<file path="src/rtl/conv0_regs_map.svh">
// Purpose: Offsets, field positions, reset values and codes for the converter 0 register bank
// Assumes: Registers are byte wide, one per aligned 32-bit APB word
// Notes:   Register index times four gives the byte address
//
// Overview of operation
// - Part id bits 5-3, loaded from factory memory
// - Factory id bits 7-2, version bits 1-0
// - Bit 5 forces multiphase PWM, else auto phases
// - Bit 4 or bit 5 forces PWM, else PFM/PWM auto
// - Discharge when disabled only if bit 3; reset 1
// - Pin select ANDs enable with chosen input
// - Bit 0 switches converter on or off
// - Current limit changes apply while running
// - Control resets 8h and 1Ah, ids 0h
// - Slew rate bits 2-0, codes 0,1 reserved
`ifndef CONV0_REGS_MAP_SVH
`define CONV0_REGS_MAP_SVH

// Register indices and byte addresses
`define IDX_PART_IDENTIFICATION   4'h0
`define IDX_FACTORY_CONFIG_CODE   4'h1
`define IDX_CONVERTER0_CONTROL_A  4'h2
`define IDX_CONVERTER0_CONTROL_B  4'h3
`define ADDR_PART_IDENTIFICATION  12'h000
`define ADDR_FACTORY_CONFIG_CODE  12'h004
`define ADDR_CONVERTER0_CONTROL_A 12'h008
`define ADDR_CONVERTER0_CONTROL_B 12'h00c

// Reset values before factory defaults are applied
`define RST_PART_IDENTIFICATION   8'h00
`define RST_FACTORY_CONFIG_CODE   8'h00
`define RST_CONVERTER0_CONTROL_A  8'h08
`define RST_CONVERTER0_CONTROL_B  8'h1a
`define RST_CONV0_DISCHARGE       1'b1
`define RST_CONV0_ILIM            3'h3
`define RST_CONV0_SLEW            3'h2

// Field positions
`define POS_PART_IDENTIFIER       3
`define POS_FACTORY_CONFIG_ID     2
`define POS_FACTORY_CONFIG_VER    0
`define POS_CONV0_FORCE_MP        5
`define POS_CONV0_FORCE_PWM       4
`define POS_CONV0_DISCHARGE       3
`define POS_CONV0_PIN_SEL         1
`define POS_CONV0_ENABLE          0
`define POS_CONV0_ILIM            3
`define POS_CONV0_SLEW            0

// Writable masks of the control registers
`define MASK_CONVERTER0_CONTROL_A 8'h3f
`define MASK_CONVERTER0_CONTROL_B 8'h3f

// Reserved codes
`define ILIM_RESERVED_CODE        3'h7
`define SLEW_MIN_VALID_CODE       3'h2

`endif

</file>
<file path="src/rtl/conv0_regs_pkg.sv">
// Purpose: Types shared by the converter 0 register bank
// Assumes: Constants live in conv0_regs_map.svh
// Notes:   Holds only types
package conv0_regs_pkg;

  // Effective enable source selection
  typedef enum logic [1:0] {
    SEL_BIT_ONLY,
    SEL_PIN_1,
    SEL_PIN_2,
    SEL_PIN_3
  } pin_sel_t;

  // Control register A fields
  typedef struct packed {
    logic [1:0] reserved;
    logic       force_multiphase;
    logic       force_pwm;
    logic       discharge_enable;
    pin_sel_t   pin_enable_select;
    logic       enable;
  } ctrl_a_t;

  // Control register B fields
  typedef struct packed {
    logic [1:0] reserved;
    logic [2:0] peak_current_limit;
    logic [2:0] slew_rate;
  } ctrl_b_t;

endpackage

</file>
<file path="src/rtl/conv0_enable_gate.sv">
// Purpose: Resolves the effective converter enable from bit and pins
// Assumes: Pin inputs arrive already synchronised
// Notes:   Purely combinational, one clock domain outside
`timescale 1ns/1ps
`include "conv0_regs_map.svh"

module conv0_enable_gate (
  input  wire logic                    enable_bit,   // Software enable
  input  wire conv0_regs_pkg::pin_sel_t sel,         // Pin gating select
  input  wire logic [2:0]              pins_sync,    // Synchronised enable inputs 1..3
  output logic                         enable_eff    // Effective enable
);

  ////////////////////////////////////////////////////////////////////////////
  // Select the gating pin and AND it with the bit
  always_comb begin
    case (sel)
      conv0_regs_pkg::SEL_BIT_ONLY: enable_eff = enable_bit;
      conv0_regs_pkg::SEL_PIN_1:    enable_eff = enable_bit & pins_sync[0];
      conv0_regs_pkg::SEL_PIN_2:    enable_eff = enable_bit & pins_sync[1];
      conv0_regs_pkg::SEL_PIN_3:    enable_eff = enable_bit & pins_sync[2];
      default:                      enable_eff = 1'b0;
    endcase
  end

endmodule

</file>
<file path="src/rtl/converter0_control_regs.sv">
// Purpose: APB register bank for identification and converter 0 control
// Assumes: Single 40 MHz clock, asynchronous active-high reset
// Notes:   Factory defaults load once after reset release from FACTORY_* inputs
`timescale 1ns/1ps
`include "conv0_regs_map.svh"

module converter0_control_regs (
  input  wire logic        CLK,              // 40 MHz clock
  input  wire logic        RST,              // Async reset, active high
  input  wire logic        PSEL,             // APB select
  input  wire logic        PENABLE,          // APB access phase
  input  wire logic        PWRITE,           // APB direction
  input  wire logic [11:0] PADDR,            // APB byte address
  input  wire logic [31:0] PWDATA,           // APB write data
  input  wire logic [3:0]  PSTRB,            // APB byte strobes
  output logic      [31:0] PRDATA,           // APB read data
  output logic             PREADY,           // APB ready
  output logic             PSLVERR,          // APB error
  input  wire logic        FACTORY_VALID,    // Factory memory data valid
  input  wire logic [2:0]  FACTORY_PART_ID,  // Factory part identifier
  input  wire logic [5:0]  FACTORY_CFG_ID,   // Factory configuration id
  input  wire logic [1:0]  FACTORY_CFG_VER,  // Factory configuration version
  input  wire logic [7:0]  FACTORY_CTRL_A,   // Factory default control A
  input  wire logic [7:0]  FACTORY_CTRL_B,   // Factory default control B
  input  wire logic [2:0]  ENABLE_INPUT,     // Enable inputs 1..3 from pins
  output logic             CONV0_ON,         // Effective converter enable
  output logic             CONV0_DISCHARGE,  // Discharge resistor connected
  output logic             CONV0_FORCE_PWM,  // PWM only
  output logic             CONV0_FORCE_MP,   // Multiphase forced PWM
  output logic      [2:0]  CONV0_ILIM,       // Peak current limit code
  output logic      [2:0]  CONV0_SLEW        // Slew rate code
);

  ////////////////////////////////////////////////////////////////////////////
  // State
  typedef struct packed {
    logic [7:0]             part_identification;  // Id register
    logic [7:0]             factory_config_code;  // Factory code register
    conv0_regs_pkg::ctrl_a_t ctrl_a;               // Control A
    conv0_regs_pkg::ctrl_b_t ctrl_b;               // Control B
    logic                   loaded;               // Factory defaults taken
    logic [2:0]             pin_meta;             // First sync stage
    logic [2:0]             pin_sync;             // Second sync stage
    logic [31:0]            prdata;               // Read data
    logic                   pready;               // Ready
    logic                   pslverr;              // Error
    logic                   on;                   // Enable output
    logic                   discharge;            // Discharge output
    logic                   force_pwm;            // PWM output
    logic                   force_mp;             // Multiphase output
    logic [2:0]             ilim;                 // Limit output
    logic [2:0]             slew;                 // Slew output
  } state_t;

  state_t st;       // Registered state
  state_t next_st;  // Next state
  logic   en_eff;   // Effective enable from gate
  logic   access;   // Access phase edge
  logic   mapped;   // Address decodes to a register
  logic [7:0] rd_byte; // Selected read byte

  ////////////////////////////////////////////////////////////////////////////
  // Enable gating on synchronised pins
  conv0_enable_gate u_gate (
    .enable_bit (st.ctrl_a.enable),
    .sel        (st.ctrl_a.pin_enable_select),
    .pins_sync  (st.pin_sync),
    .enable_eff (en_eff)
  );

  ////////////////////////////////////////////////////////////////////////////
  // Address decode and read mux
  always_comb begin
    access  = PSEL & PENABLE & ~st.pready;
    mapped  = 1'b1;
    rd_byte = 8'h00;
    case (PADDR)
      `ADDR_PART_IDENTIFICATION:  rd_byte = st.part_identification;
      `ADDR_FACTORY_CONFIG_CODE:  rd_byte = st.factory_config_code;
      `ADDR_CONVERTER0_CONTROL_A: rd_byte = st.ctrl_a;
      `ADDR_CONVERTER0_CONTROL_B: rd_byte = st.ctrl_b;
      default:                    mapped  = 1'b0;
    endcase
  end

  ////////////////////////////////////////////////////////////////////////////
  // Next-state logic
  always_comb begin
    next_st          = st;
    next_st.pin_meta = ENABLE_INPUT;
    next_st.pin_sync = st.pin_meta;
    next_st.pready   = 1'b0;
    next_st.pslverr  = 1'b0;
    // Factory defaults once after reset; id fields and masked control defaults are taken, reserved stay zero
    if (!st.loaded && FACTORY_VALID) begin
      next_st.loaded = 1'b1;
      next_st.part_identification = {2'h0, FACTORY_PART_ID, 3'h0};
      next_st.factory_config_code = {FACTORY_CFG_ID, FACTORY_CFG_VER};
      next_st.ctrl_a = FACTORY_CTRL_A & `MASK_CONVERTER0_CONTROL_A;
      next_st.ctrl_b = FACTORY_CTRL_B & `MASK_CONVERTER0_CONTROL_B;
    end
    // APB access: one wait state, answer on the following edge
    if (access) begin
      next_st.pready  = 1'b1;
      next_st.pslverr = ~mapped;
      next_st.prdata  = {24'h000000, rd_byte};
      if (PWRITE && PSTRB[0]) begin
        // Id registers ignore writes
        if (PADDR == `ADDR_CONVERTER0_CONTROL_A)
          next_st.ctrl_a = PWDATA[7:0] & `MASK_CONVERTER0_CONTROL_A;
        else if (PADDR == `ADDR_CONVERTER0_CONTROL_B)
          next_st.ctrl_b = PWDATA[7:0] & `MASK_CONVERTER0_CONTROL_B;
      end
    end
    // Drive outputs from registered fields; limit applies without disable
    next_st.on        = en_eff;
    next_st.discharge = ~en_eff & st.ctrl_a.discharge_enable;
    next_st.force_pwm = st.ctrl_a.force_pwm | st.ctrl_a.force_multiphase;
    next_st.force_mp  = st.ctrl_a.force_multiphase;
    // Reserved limit code holds the previous limit
    if (st.ctrl_b.peak_current_limit != `ILIM_RESERVED_CODE)
      next_st.ilim = st.ctrl_b.peak_current_limit;
    // Reserved slew codes hold the previous rate
    if (st.ctrl_b.slew_rate >= `SLEW_MIN_VALID_CODE)
      next_st.slew = st.ctrl_b.slew_rate;
  end

  ////////////////////////////////////////////////////////////////////////////
  // State register, reset to documented values
  always_ff @(posedge CLK or posedge RST) begin
    if (RST) begin
      st                     <= '0;
      st.part_identification <= `RST_PART_IDENTIFICATION;
      st.factory_config_code <= `RST_FACTORY_CONFIG_CODE;
      st.ctrl_a              <= `RST_CONVERTER0_CONTROL_A;
      st.ctrl_b              <= `RST_CONVERTER0_CONTROL_B;
      st.discharge           <= `RST_CONV0_DISCHARGE;
      st.ilim                <= `RST_CONV0_ILIM;
      st.slew                <= `RST_CONV0_SLEW;
    end else begin
      st <= next_st;
    end
  end

  assign PRDATA          = st.prdata;
  assign PREADY          = st.pready;
  assign PSLVERR         = st.pslverr;
  assign CONV0_ON        = st.on;
  assign CONV0_DISCHARGE = st.discharge;
  assign CONV0_FORCE_PWM = st.force_pwm;
  assign CONV0_FORCE_MP  = st.force_mp;
  assign CONV0_ILIM      = st.ilim;
  assign CONV0_SLEW      = st.slew;
endmodule

</file>
<file path="config.mk">
export PLATFORM = sky130hd
export DESIGN_NAME = converter0_control_regs
export DESIGN_NICKNAME = d
export VERILOG_FILES = /design/src/rtl/conv0_regs_pkg.sv /design/src/rtl/conv0_enable_gate.sv /design/src/rtl/converter0_control_regs.sv
export VERILOG_INCLUDE_DIRS = /design/src /design/src/rtl
export SDC_FILE = /design/constraint.sdc
export NUM_CORES = 1
export LEC_CHECK = 0
export BUFFER_PORTS_ARGS = -buffer_cell sky130_fd_sc_hd__buf_4
export CORE_MARGIN = 1
export CORE_UTILIZATION = 46
export CTS_CLUSTER_SIZE = 12
export DETAILED_ROUTE_END_ITERATION = 8
export PLACE_DENSITY = 0.85
export SYNTH_ARGS = -nofsm -noshare
export SYNTH_HDL_FRONTEND = slang
export SYNTH_SLANG_ARGS = --single-unit
</file>
<file path="constraint.sdc">
create_clock -name CLK -period 2 [get_ports CLK]
set_input_delay 0.1 -clock CLK [delete_from_list [all_inputs] [get_ports CLK]]
set_output_delay 0.1 -clock CLK [all_outputs]
set_load 0.03 [all_outputs]
</file>
==> summary.md <==
| Metric | Value |
|---|---|
| Detail Route Antenna Nets | `0` |
| Simple-Gate Fraction of Synth Area | `18.3%` |
| Largest family of logic cells by synthesized area | `simple AND/OR/NAND/NOR gates` |
| Distinct cells, synth | `34` |
| Final TNS setup | `0 ns` |
| Die width | `around 78 um` |
| Die Area | `about 6100 um^2` |
| Mux contribution to synthesized area | `11.4%` |
| IO buf count | `70` |
| Via/cell ratio | `4.65` |
| Register area share after synthesis | `51.1%` |
| Final WL | `around 5500 um` |
| Min Tclk post-route | `around 1.7 ns` |
| Flop-to-flop setup slack | `0.30 ns` |
| Post-route cell area | `around 3300 um^2` |
| Placed cell areas | `a little over 3000 um^2` |
| CP Data Arrival Time | `around 1.9 ns` |
| H-tree depth | `2` |
| Number of global-route vias before repair | `1823` |
| Crit path max fanout | `8` |
| Row count | `27` |
| Skew-Pair Late Insertion Delay | `between 0.3 and 0.4 ns` |
| Fmax | `~0.6 GHz` |
| Global-route wire length before repair | `about 8800 um` |
| Placed Cells incl. Taps | `377` |
| Req. time, crit path | `2.20 ns` |
| Gpl congestion | `around 0.80` |
| NumNets Final | `between 400 and 500` |
| Setup bufs post-CTS | `0` |
| Post-Syn Area | `2670 um^2` |
| Total gr overflow | `0` |
| Status | `completed` |
| Post-Synth XOR/XNOR Area | `0%` |
| IO Pins | `128` |
| Terminus of the critical flop-to-flop path | `st[59]` |
| Avg Cell Area, Syn | `about 11 um^2` |
| Kind of critical path | `register to register` |
| Total iterations of the first detailed-routing run | `4` |
| Clock transition at path regs | `~0.10 ns` |
| Worst-margin pin slew | `0.629 ns` |
| CTS Sinks | `54` |
| Fin cells | `400` |
| CTS tree | `done` |
| CP Launch Type | `register` |
| Post-Synth Adder-Cell Area | `0%` |
| Final setup vio count | `0` |
| Total power | `2.41 mW` |
| WHS Endpoint | `st[68]` |
| Largest net degree at the start of global routing | `30` |
| Post-synthesis compound-gate area fraction | `~5.6%` |
| Total GRT Usage | `19.1%` |
| Num CTS Buffers | `5` |
| Static leakage | `1.68 nW` |
| Die Y | `slightly below 80 um` |
| Final Skew | `0.00647 ns` |
| CTS Root Buffer Type | `clkbuf_8` |
| Starting Density | `48.1%` |
| PD cells | `721 nW/um^2` |
| Synth Warn # | `0` |
| Hold_ws | `roughly 0.010 ns` |
| Wirelength per Cell | `13.7 um` |
| Final Cycle Share | `a little over four fifths` |
| Mapped Cells | `252` |
| Hold path start | `FACTORY_CFG_VER[1]` |
| Max clock buf depth | `2` |
| Final hold vios | `0` |
| Reg2Reg Depth | `4` |
| Synthesized flop and latch total | `54` |
| Initial antenna violation count | `0` |
| Peak VDD IR | `about 0.43 mV` |
| Layout cell share with drive strength beyond 1 | `between 30% and 40%` |
| Min-Delay Path Class | `input pin to register` |
| WHS Path Cells | `3` |
| Fin. max-slew vios | `0` |
| FF-to-FF Start | `PREADY` |
| RSZ-0062 raised after global routing | `false` |
| Residual DRC | `0` |
| Max-Cap Viols | `0` |
| Area grow syn2layout | `25.3%` |
| Core area | `between 5000 and 6000 um^2` |
| Slew headroom | `between 50 and 60%` |
| 1st-iter DRT viols | `94` |
| Total number of vias | `between 1500 and 2000` |
| Worst Setup End Kind | `register` |
| Post-DP HPWL | `roughly 4000 um` |
| Count of inserted antenna diode cells | `0` |
[layout make-up]
class	count	area [um^2]
clock buffers	6	82.6
clock inverters	2	12.5
fillers	467	2200
inverters	6	22.5
multi-input cells	168	1030
flip-flops and latches	54	1360
well taps	72	90.1
repair buffers	92	741
[timing repair]
action / 4_1_cts / 5_1_grt
gates resized for setup: 0 / 0
endpoints found under the setup margin: 0 / 0
hold buffers: 15 / 0
hold endpoints to repair: 41 / 0
[sequential cells by signal, summed over array words and instances, names as in the netlist]
| register | count |
|---|---|
| st | 30 |
| PRDATA | 8 |
| next_st | 4 |
| CONV0_ILIM | 3 |
| CONV0_SLEW | 3 |
| CONV0_DISCHARGE | 1 |
| CONV0_FORCE_MP | 1 |
| CONV0_FORCE_PWM | 1 |
| CONV0_ON | 1 |
| PREADY | 1 |
| PSLVERR | 1 |
[cells by family after synthesis]
family	count (synthesis)
other	1
muxes	22
AOI/OAI and AO/OA	23
DFF	54
buffers and inverters	53
and+or+nand+nor	99
[cell usage in the layout, fill, tap and decap left out, types with 3 or more instances in the layout]
master         Yosys  layout
buf_4             38      76
nand2_1           75      75
dfrtp_1           46      46
conb_1             1      24
dlygate4sd3_1      0      15
mux2_2            12      12
dfstp_2            8       8
o21ai_0            7       7
mux2_4             6       6
clkbuf_8           0       6
inv_1              6       5
a22oi_1            5       5
o31ai_1            5       5
mux4_2             3       3
nand4_1            3       3
[cell usage after synthesis, drive strengths merged]
master / number / area (um^2)
a21o: 1 / 7.51
a21oi: 1 / 5.00
a22oi: 5 / 37.5
a31oi: 2 / 12.5
and2: 1 / 6.26
and3: 3 / 23.8
and4b: 1 / 13.8
buf: 42 / 320
clkbuf: 5 / 18.8
conb: 1 / 3.75
dfrtp: 46 / 1150
dfstp: 8 / 210
inv: 6 / 22.5
mux2: 18 / 225
mux2i: 1 / 10.0
mux4: 3 / 67.6
nand2: 75 / 282
nand2b: 2 / 12.5
nand3: 1 / 5.00
nand3b: 1 / 7.51
nand4: 4 / 40.0
nor2: 2 / 7.51
nor2b: 3 / 18.8
nor3b: 2 / 15.0
nor4: 2 / 42.5
o21a: 2 / 15.0
o21ai: 7 / 35.0
o31ai: 5 / 37.5
or2: 2 / 12.5
[where the power goes]
group	internal (mW)	total (mW)	switching, mW
clock network	0.279	0.632	0.353
registers	1.20	1.27	0.0700
logic	0.235	0.506	0.271
[metal layers]
metal,wire length (um),global-route usage [%],up-vias
met4,76,5.93,0
met3,287,4.07,9
met5,0,0,-
met2,2740,32.6,62
li1,-,-,913
met1,2370,24.3,876
[worst max-delay path by stage]
stage	from	end	slack, ns	cells after the start
6_report	PREADY	st[59]	0.30	4
5_1_grt	PREADY	st[59]	0.26	4
3_5_place_dp	PADDR[9]	st[59]	0.28	5
4_1_cts	PREADY	st[59]	0.33	4
3_3_place_gp	PADDR[9]	st[63]	0.30	5
2_1_floorplan	PREADY	next_st[6]	0.09	5
[per-stage QoR]
stage	setup slack (ns)	util (%)
floorplan	0.0850	-
global placement	0.302	55.9
detailed placement	0.281	55.9
CTS	0.331	60.3
global route	0.262	60.3
finish	0.304	60.3
[worst max-delay path: stages (launching register included)]
cell	delay, ns
dfrtp_1	0.39
nand3b_1	0.20
and4b_4	0.38
and3_4	0.30
mux2_4	0.32
No activity file was read; power rests on OpenSTA's default activity.
